===== src/include/uartfe_pkg.sv =====
// Behaviour
// System reset returns every port register to its default value.
// Writes to unused locations or bits are ignored; such reads return zero.
// Software writes zero into every unused bit position.
// Short characters transmit only the low-order bits of the written byte.
// Transmit-holding writes push the transmit FIFO; up to 16 bytes when enabled.
// With FIFOs disabled, transmit and receive buffers each hold one byte.
// Receive-buffer reads pop the receive FIFO; address shared with transmit and divisor.
// Short received characters sit in low bits; upper unused bits read zero.
// Enable bit 4 raises transmission-complete when holding and shifter are empty.
// Enable bit 3 raises modem-status interrupt on any modem input edge.
// Enable bit 2 raises line-status interrupt on parity, framing, overrun, break.
// Enable bit 1 raises transmit interrupt when FIFO or buffer becomes empty.
// Enable bit 0 raises receive-ready interrupt and also receiver time-out interrupt.
// Identification bit 7 reads 1 while FIFOs enabled, else 0.
// Identification bit 0 reads 0 while any source active, else 1.
// Only the highest-priority active enabled source is reported.
// Codes: line status 011, receive data 010, time-out 110.
// Codes: transmission complete 101, transmit empty 001, modem status 000.
// Divisor bytes reached at shared addresses only while line-control bit 7 is set.
// Identification shares address with FIFO control; reads status, writes control.
// Code meaningful only while pending; request output follows any enabled active source.
// Transmit-empty clears on new write; receive-data clears below trigger.
package uartfe_pkg;
    localparam logic [7:0] ADDR_DATA   = 8'hc0;
    localparam logic [7:0] ADDR_IRQEN  = 8'hc1;
    localparam logic [7:0] ADDR_IDENT  = 8'hc2;
    localparam logic [7:0] ADDR_LINE   = 8'hc3;
    localparam logic [7:0] IRQEN_RST   = 8'h00;
    localparam logic [7:0] IDENT_RST   = 8'h01;
    localparam logic [7:0] FIFOCTL_RST = 8'h00;
    localparam logic [7:0] LINECTL_RST = 8'h00;
    localparam logic [7:0] DIVLO_RST   = 8'h02;
    localparam logic [7:0] DIVHI_RST   = 8'h00;
    localparam int IRQEN_BITS   = 5;
    localparam int TXC_BIT      = 4;
    localparam int MODEM_BIT    = 3;
    localparam int LINE_BIT     = 2;
    localparam int TXE_BIT      = 1;
    localparam int RXR_BIT      = 0;
    localparam int FIFO_ON_BIT  = 7;
    localparam int DLAB_BIT     = 7;
    localparam int FIFOEN_BIT   = 0;
    localparam int RXEN_BIT     = 1;
    localparam int TXEN_BIT     = 2;
    localparam int TRIG_LSB     = 6;
    localparam int WLEN_LSB     = 0;
    localparam int FIFO_DEPTH   = 16;
    localparam logic [2:0] CODE_LINE  = 3'h3;
    localparam logic [2:0] CODE_RXRDY = 3'h2;
    localparam logic [2:0] CODE_TOUT  = 3'h6;
    localparam logic [2:0] CODE_TXC   = 3'h5;
    localparam logic [2:0] CODE_TXE   = 3'h1;
    localparam logic [2:0] CODE_MODEM = 3'h0;
    localparam logic [4:0] TRIG_1  = 5'h01;
    localparam logic [4:0] TRIG_4  = 5'h04;
    localparam logic [4:0] TRIG_8  = 5'h08;
    localparam logic [4:0] TRIG_14 = 5'h0e;
endpackage


===== src/rtl/uartfe_fifo.sv =====
`timescale 1ns/10ps
// Byte queue; depth limit may be lowered to one at run time
module uartfe_fifo #(
    parameter int WIDTH = 8,
    parameter int DEPTH = 16
) (
    input  wire logic                       clk_i,
    input  wire logic                       reset_i,
    input  wire logic                       flush_i,
    input  wire logic                       one_deep_i,
    input  wire logic                       in_valid_i,
    output logic                            in_ready_o,
    input  wire logic [WIDTH-1:0]           in_data_i,
    output logic                            out_valid_o,
    input  wire logic                       out_ready_i,
    output logic [WIDTH-1:0]                out_data_o,
    output logic [$clog2(DEPTH+1)-1:0]      count_o
);
    localparam int AW = $clog2(DEPTH);
    localparam int CW = $clog2(DEPTH+1);
    logic [WIDTH-1:0] mem [DEPTH];
    logic [AW-1:0]    rd_ff;
    logic [AW-1:0]    wr_ff;
    logic [CW-1:0]    cnt_ff;
    logic [CW-1:0]    limit;
    wire              push = in_valid_i && in_ready_o;
    wire              pop  = out_valid_o && out_ready_i;

    assign limit       = one_deep_i ? CW'(1) : CW'(DEPTH);
    assign in_ready_o  = cnt_ff < limit;
    assign out_valid_o = cnt_ff != '0;
    assign out_data_o  = mem[rd_ff];
    assign count_o     = cnt_ff;

    always_ff @(posedge clk_i) begin
        if (push) begin
            mem[wr_ff] <= in_data_i;
        end
    end

    always_ff @(posedge clk_i) begin
        if (reset_i || flush_i) begin
            rd_ff  <= '0;
            wr_ff  <= '0;
            cnt_ff <= '0;
        end else begin
            if (push) begin
                wr_ff <= (wr_ff == AW'(DEPTH-1)) ? '0 : wr_ff + AW'(1);
            end
            if (pop) begin
                rd_ff <= (rd_ff == AW'(DEPTH-1)) ? '0 : rd_ff + AW'(1);
            end
            cnt_ff <= cnt_ff + CW'(push) - CW'(pop);
        end
    end
endmodule


===== src/rtl/uartfe_regs.sv =====
`timescale 1ns/10ps
module uartfe_regs
    import uartfe_pkg::*;
#(
    parameter int DEPTH = uartfe_pkg::FIFO_DEPTH
) (
    input  wire logic       clk_i,
    input  wire logic       reset_i,
    // CPU I/O port
    input  wire logic [7:0] addr_i,
    input  wire logic       wr_i,
    input  wire logic       rd_i,
    input  wire logic [7:0] wdata_i,
    output logic [7:0]      rdata_o,
    // Transmit shifter side
    output logic            tx_valid_o,
    input  wire logic       tx_ready_i,
    output logic [7:0]      tx_data_o,
    input  wire logic       tx_shift_empty_i,
    // Receive shifter side
    input  wire logic       rx_valid_i,
    output logic            rx_ready_o,
    input  wire logic [7:0] rx_data_i,
    input  wire logic       rx_timeout_i,
    input  wire logic       rx_line_err_i,
    // Modem status inputs from pins
    input  wire logic [3:0] modem_i,
    // Configuration to the rest of the port
    output logic [15:0]     divisor_o,
    output logic            divisor_load_o,
    output logic [7:0]      line_control_o,
    output logic            irq_o
);
    import uartfe_pkg::*;

    logic [7:0] irq_en_ff;
    logic [7:0] fifo_ctl_ff;
    logic [7:0] line_ctl_ff;
    logic [7:0] div_lo_ff;
    logic [7:0] div_hi_ff;
    logic [7:0] rdata_ff;
    logic       line_pend_ff;
    logic       modem_pend_ff;
    logic       txe_pend_ff;
    logic       txc_pend_ff;
    logic       tx_was_busy_ff;
    logic [3:0] modem_s1_ff;
    logic [3:0] modem_s2_ff;
    logic [3:0] modem_s3_ff;

    // Address decode; divisor latch overlays data and enable
    wire dlab      = line_ctl_ff[DLAB_BIT];
    wire sel_data  = addr_i == ADDR_DATA;
    wire sel_irqen = addr_i == ADDR_IRQEN;
    wire sel_ident = addr_i == ADDR_IDENT;
    wire sel_line  = addr_i == ADDR_LINE;
    wire wr_thr    = wr_i && sel_data && !dlab;
    wire wr_divlo  = wr_i && sel_data && dlab;
    wire wr_divhi  = wr_i && sel_irqen && dlab;
    wire wr_irqen  = wr_i && sel_irqen && !dlab;
    wire wr_fifo_control   = wr_i && sel_ident;
    wire wr_line_control   = wr_i && sel_line;
    wire rd_rbr    = rd_i && sel_data && !dlab;

    wire fifo_on = fifo_ctl_ff[FIFOEN_BIT];
    wire one_deep = !fifo_on;

    // Character length mask: 5 to 8 bits
    logic [7:0] len_mask;
    assign len_mask = 8'hff >> (2'h3 - line_ctl_ff[WLEN_LSB +: 2]);

    // Transmit and receive queues
    logic       txq_ready;
    logic [4:0] tx_count;
    logic [4:0] rx_count;
    logic [7:0] rx_head;
    logic       rxq_valid;
    wire        tx_flush = fifo_on && !fifo_ctl_ff[TXEN_BIT];
    wire        rx_flush = fifo_on && !fifo_ctl_ff[RXEN_BIT];

    uartfe_fifo #(.WIDTH(8), .DEPTH(DEPTH)) u_txq (
        .clk_i       (clk_i),
        .reset_i     (reset_i),
        .flush_i     (tx_flush),
        .one_deep_i  (one_deep),
        .in_valid_i  (wr_thr),
        .in_ready_o  (txq_ready),
        .in_data_i   (wdata_i & len_mask),
        .out_valid_o (tx_valid_o),
        .out_ready_i (tx_ready_i),
        .out_data_o  (tx_data_o),
        .count_o     (tx_count)
    );

    uartfe_fifo #(.WIDTH(8), .DEPTH(DEPTH)) u_rxq (
        .clk_i       (clk_i),
        .reset_i     (reset_i),
        .flush_i     (rx_flush),
        .one_deep_i  (one_deep),
        .in_valid_i  (rx_valid_i),
        .in_ready_o  (rx_ready_o),
        .in_data_i   (rx_data_i & len_mask),
        .out_valid_o (rxq_valid),
        .out_ready_i (rd_rbr),
        .out_data_o  (rx_head),
        .count_o     (rx_count)
    );

    // Trigger level applies only with FIFO on
    logic [4:0] trig_lvl;
    always_comb begin
        case (fifo_ctl_ff[TRIG_LSB +: 2])
            2'h0:    trig_lvl = TRIG_1;
            2'h1:    trig_lvl = TRIG_4;
            2'h2:    trig_lvl = TRIG_8;
            default: trig_lvl = TRIG_14;
        endcase
    end
    wire rx_ready_src = fifo_on ? (rx_count >= trig_lvl) : rxq_valid;

    // Modem edge detection after two-flop synchroniser
    wire modem_edge = |(modem_s2_ff ^ modem_s3_ff);
    wire tx_empty_now = !tx_valid_o;
    wire tx_idle_now  = tx_empty_now && tx_shift_empty_i;

    // Sources gated by enables
    wire src_line  = line_pend_ff  && irq_en_ff[LINE_BIT];
    wire src_rxr   = rx_ready_src  && irq_en_ff[RXR_BIT];
    wire src_tout  = rx_timeout_i  && rxq_valid && irq_en_ff[RXR_BIT];
    wire src_txc   = txc_pend_ff   && irq_en_ff[TXC_BIT];
    wire src_txe   = txe_pend_ff   && irq_en_ff[TXE_BIT];
    wire src_modem = modem_pend_ff && irq_en_ff[MODEM_BIT];
    wire any_src   = src_line | src_rxr | src_tout | src_txc | src_txe | src_modem;

    logic [2:0] cause;
    always_comb begin
        if (src_line) begin
            cause = CODE_LINE;
        end else if (src_rxr) begin
            cause = CODE_RXRDY;
        end else if (src_tout) begin
            cause = CODE_TOUT;
        end else if (src_txc) begin
            cause = CODE_TXC;
        end else if (src_txe) begin
            cause = CODE_TXE;
        end else begin
            cause = CODE_MODEM;
        end
    end

    // Code forced to zero when idle so stale causes never show
    logic [7:0] ident_val;
    assign ident_val = {fifo_on, 3'h0, any_src ? cause : 3'h0, !any_src};
    assign irq_o = any_src;

    // Reading the identification register services transmit-type sources
    wire rd_ident = rd_i && sel_ident;
    wire ack_txe  = rd_ident && any_src && cause == CODE_TXE;
    wire ack_txc  = rd_ident && any_src && cause == CODE_TXC;
    wire rd_line_control  = rd_i && sel_line;

    logic [7:0] rd_mux;
    always_comb begin
        rd_mux = 8'h00;
        if (sel_data) begin
            rd_mux = dlab ? div_lo_ff : rx_head;
        end else if (sel_irqen) begin
            rd_mux = dlab ? div_hi_ff : irq_en_ff;
        end else if (sel_ident) begin
            rd_mux = ident_val;
        end else if (sel_line) begin
            rd_mux = line_ctl_ff;
        end
    end

    always_ff @(posedge clk_i) begin
        if (reset_i) begin
            irq_en_ff   <= IRQEN_RST;
            fifo_ctl_ff <= FIFOCTL_RST;
            line_ctl_ff <= LINECTL_RST;
            div_lo_ff   <= DIVLO_RST;
            div_hi_ff   <= DIVHI_RST;
            rdata_ff    <= 8'h00;
        end else begin
            if (wr_irqen) begin
                irq_en_ff <= {3'h0, wdata_i[IRQEN_BITS-1:0]};
            end
            if (wr_fifo_control) begin
                fifo_ctl_ff <= {wdata_i[7:6], 3'h0, wdata_i[2:0]};
            end
            if (wr_line_control) begin
                line_ctl_ff <= wdata_i;
            end
            if (wr_divlo) begin
                div_lo_ff <= wdata_i;
            end
            if (wr_divhi) begin
                div_hi_ff <= wdata_i;
            end
            if (rd_i) begin
                rdata_ff <= rd_mux;
            end
        end
    end

    // Sticky event sources; set wins over clear, except that wr_thr overrides the txe_pend_ff set
    always_ff @(posedge clk_i) begin
        if (reset_i) begin
            line_pend_ff   <= 1'b0;
            modem_pend_ff  <= 1'b0;
            txe_pend_ff    <= 1'b0;
            txc_pend_ff    <= 1'b0;
            tx_was_busy_ff <= 1'b0;
            modem_s1_ff    <= 4'h0;
            modem_s2_ff    <= 4'h0;
            modem_s3_ff    <= 4'h0;
        end else begin
            modem_s1_ff    <= modem_i;
            modem_s2_ff    <= modem_s1_ff;
            modem_s3_ff    <= modem_s2_ff;
            tx_was_busy_ff <= !tx_idle_now;
            if (rx_line_err_i) begin
                line_pend_ff <= 1'b1;
            end else if (rd_line_control) begin
                line_pend_ff <= 1'b0;
            end
            if (modem_edge) begin
                modem_pend_ff <= 1'b1;
            end else if (rd_line_control) begin
                modem_pend_ff <= 1'b0;
            end
            // Set on the pop that drains the last byte, or on a flush
            if (!wr_thr && tx_valid_o && (tx_ready_i && tx_count == 5'h01 || tx_flush)) begin
                txe_pend_ff <= 1'b1;
            end else if (wr_thr || ack_txe) begin
                txe_pend_ff <= 1'b0;
            end
            if (tx_idle_now && tx_was_busy_ff) begin
                txc_pend_ff <= 1'b1;
            end else if (wr_thr || ack_txc) begin
                txc_pend_ff <= 1'b0;
            end
        end
    end

    assign rdata_o        = rdata_ff;
    assign divisor_o      = {div_hi_ff, div_lo_ff};
    assign divisor_load_o = wr_divlo || wr_divhi;
    assign line_control_o = line_ctl_ff;
endmodule


===== config.mk =====
export PLATFORM = sky130hd
export DESIGN_NAME = uartfe_regs
export DESIGN_NICKNAME = d
export VERILOG_FILES = /design/src/include/uartfe_pkg.sv /design/src/rtl/uartfe_fifo.sv /design/src/rtl/uartfe_regs.sv
export SDC_FILE = /design/constraint.sdc
export NUM_CORES = 1
export LEC_CHECK = 0
export BUFFER_PORTS_ARGS = -buffer_cell sky130_fd_sc_hd__buf_2
export CAP_MARGIN = 20
export CORE_MARGIN = 4
export CORE_UTILIZATION = 55
export DETAILED_ROUTE_END_ITERATION = 7
export GPL_ROUTABILITY_DRIVEN = 0
export MAX_ROUTING_LAYER = met4
export PLACE_DENSITY = 0.73
export SLEW_MARGIN = 20
export SYNTH_ARGS = -nofsm -noshare
export SYNTH_HDL_FRONTEND = slang
export SYNTH_HIERARCHICAL = 1
export SYNTH_SLANG_ARGS = --single-unit

===== constraint.sdc =====
create_clock -name clk_i -period 4.9 [get_ports clk_i]
set_input_delay 1.47 -clock clk_i [delete_from_list [all_inputs] [get_ports clk_i]]
set_output_delay 1.47 -clock clk_i [all_outputs]
set_load 0.005 [all_outputs]

==> impl_metrics.tcl <==
set metrics [dict create \
    cts_tree "done" \
    worstReg2RegEnd "u_rxq/count_o[4]" \
    fp-row-count 59 \
    r2r_start "fifo_ctl_ff[0]" \
    die_h_um 170 \
    layout-drive-gt1-share 0.235 \
    worst_skew_pair.late_latency_ps 510 \
    area_delta_synth_final_pct 12.8 \
    cp-end-kind "output port" \
    crit_family "simple AND/OR/NAND/NOR gates" \
    initial_utilization 0.558 \
    cp.required_ps 3430 \
    setup_viol 0 \
    fin_crit_sh 0.840 \
    worst-r2r-cell-count 15 \
    ir_drop_mv 0.313 \
    dr_wl_met3_um 2170 \
    top_layer_used "met4" \
    startpoint "u_rxq/count_o[2]" \
    post_cts_resized 0 \
    p_per_area_mw_per_mm2 435 \
    mostFrequentLayoutCells "edfxtp_1 (256), dfxtp_1 (90), nor2_1 (84), buf_2 (80), mux4_2 (64)" \
    whs_path_depth 1 \
    yosysWarningCount 6 \
    core_area_mm2 0.0260 \
    cts_sinks 349 \
    post_synth_inst_count 955 \
    clock-root-buffer "clkbuf_16" \
    dpl_worst_slack_ps 395 \
    critPathSlowestCell "or4b_1" \
    die_w_um 170 \
    cts.clk_slew.worst_paths_ps 60 \
    synth.distinct_cells 67 \
    crit_chain "inv_1 > ha_1 > or4b_1 > o21ai_0 > o21bai_1 > nand2_1 > buf_2" \
    numCtsBuffers 35 \
    antenna_found_initial 1 \
    io_buffers 80 \
    grt_max_degree 36 \
    rrSetupSlack_ps 1560 \
    grt_pass1_wl_um 47300 \
    synthArstFlopShare 0 \
    wl_per_cell_um 21.8 \
    post_cts_buffers 0 \
    start_kind "flip-flop" \
    fillers 1851 \
    ant_nets 0 \
    cts.path.max_buffers 3 \
    tightest_slew_ps 949 \
    arrival_ps 2650 \
    maxSlewViolCount 0 \
    ys_seq_area_frac 0.659 \
    min_path_type "reg2reg" \
    min_period_ps 4120 \
    num_vias 8354 \
    path_max_fanout 7 \
    holdWs_ps 436 \
    finalHoldViolCount 0 \
    ys.flop_type "edfxtp_1" \
    synth_edf_count 256 \
    grt.total_usage 0.219 \
    hpwl_um 20100 \
    crit_buf_inv 2 \
    wl_met2_um 14600 \
    avgViaCountPerCell 5.96 \
    slew_headroom 0.368 \
    power_uw 7110 \
    grt_pass1_vias 8166 \
    hold_start "modem_s1_ff[3]" \
    path_class "reg2out" \
    max_freq_ghz 0.243 \
    cp_slowest_stage_delay_ps 610 \
    final.setup.tns_ps 0 \
    cts_hold_buf 0 \
    nNetsFinal 1110 \
    drt-total-wl_um 30500 \
    layout_setup_ws_ps 782 \
    hold_end "modem_s2_ff[3]" \
    finalClockSkew_ps 16.5 \
    synth.avg_cell_area_um2 15.2 \
    synthesis.nets 1026 \
    ys_seq_elements 349 \
    cap_violations 0 \
    die_area_mm2 0.0290 \
    dr.pass1.iters 5 \
    grt_overflow 0 \
    drt-initial-drc-count 787 \
    wirelength_met1_um 13000 \
    h-tree-depth 2 \
    pin_count 81 \
    leakage_uw 0.00584 \
    drc_errors 0 \
    layout_commonest_cell "edfxtp_1" \
    rsz0062_at_grt "no" \
    netlist_area_mm2 0.0145 \
    status "complete, no violations" \
]
metal layers:
layer	up-vias	GRT usage
li1	3812	-
met1	4176	0.311
met2	313	0.336
met3	53	0.0365
met4	0	0.0576
met5	-	-
worst register-to-register path: stages, from the launching register on:
cell,delay (ps)
dfxtp_1,440
inv_1,170
ha_1,340
and3b_1,180
a221o_1,400
clkinv_2,150
nand2_1,80
ha_1,290
inv_1,50
ha_1,170
inv_1,60
fa_1,400
o21bai_1,180
a21oi_1,100
xnor2_1,150
nor2_1,50
cells by family (layout without fill, tap and decap cells):
group / count (synthesis) / count (layout) / share of synthesized area
xor gates and xnor gates: 14 / 14 / 0.00846
muxes: 110 / 110 / 0.132
buffers and inverters: 84 / 195 / 0.0260
DFF: 349 / 349 / 0.659
and+or+nand+nor: 243 / 243 / 0.0883
AOI/OAI and AO/OA: 121 / 121 / 0.0560
adders and majority gates: 34 / 34 / 0.0304
other: 0 / 1 / 0
per-stage QoR:
| stage | util | area (um^2) | std cells |
|---|---|---|---|
| final | 0.629 | 16300 | 1402 |
| after global routing | 0.629 | 16300 | 1402 |
| after CTS | 0.629 | 16300 | 1401 |
| after detailed placement | 0.584 | 15200 | 1337 |
| after global placement | 0.584 | 15200 | 1337 |
| after floorplan | - | 14500 | 955 |
final cells by class:
| cell class | count | area [um^2] | area share |
|---|---|---|---|
| Sequential cell | 349 | 9550 | 0.585 |
| Multi-Input combinational cell | 522 | 4560 | 0.279 |
| Clock buffer | 51 | 1030 | 0.0629 |
| Timing Repair Buffer | 93 | 498 | 0.0305 |
| Tap cell | 335 | 419 | 0.0257 |
| Inverter | 38 | 145 | 0.00888 |
| Clock inverter | 13 | 130 | 0.00797 |
| Antenna cell | 1 | 2.50 | 0.000153 |
worst max-delay path by stage:
stage,depth (start not counted),end,slack (ps)
after floorplan,14,u_txq/count_o[4],740
after global placement,15,u_rxq/count_o[4],530
after detailed placement,15,u_rxq/count_o[4],390
after CTS,7,irq_o,810
after global routing,15,u_rxq/count_o[4],580
final,7,irq_o,780
cell usage after synthesis, types with 17 or more instances:
cell type | number | area share
ha_1 | 32 | 0.028
inv_1 | 34 | 0.0088
dfxtp_1 | 93 | 0.13
nor2_1 | 84 | 0.022
nor2b_1 | 17 | 0.0073
clkbuf_1 | 19 | 0.0049
mux2i_1 | 40 | 0.028
nand3_1 | 22 | 0.0076
edfxtp_1 | 256 | 0.53
a21oi_1 | 36 | 0.012
mux4_2 | 64 | 0.099
nand2_1 | 54 | 0.014
a22oi_1 | 35 | 0.018
flip-flops by register name, summed over array words and instances (netlist names), 4 cells and up, named ones only:
name,cells
u_rxq/mem,128
u_txq/mem,128
div_hi_ff,8
div_lo_ff,8
line_control_o,8
rdata_o,8
fifo_ctl_ff,5
irq_en_ff,5
u_rxq/count_o,5
u_txq/count_o,5
modem_s1_ff,4
modem_s2_ff,4
modem_s3_ff,4
u_rxq/rd_ff,4
u_rxq/wr_ff,4
u_txq/rd_ff,4
u_txq/wr_ff,4
power by group:
group	total, uW	switching, uW	internal [uW]
clock	2630	1060	1570
sequential	3360	88.0	3270
combinational	1110	640	475
total	7110	1790	5320
No activity file was read; power rests on OpenSTA's default activity.
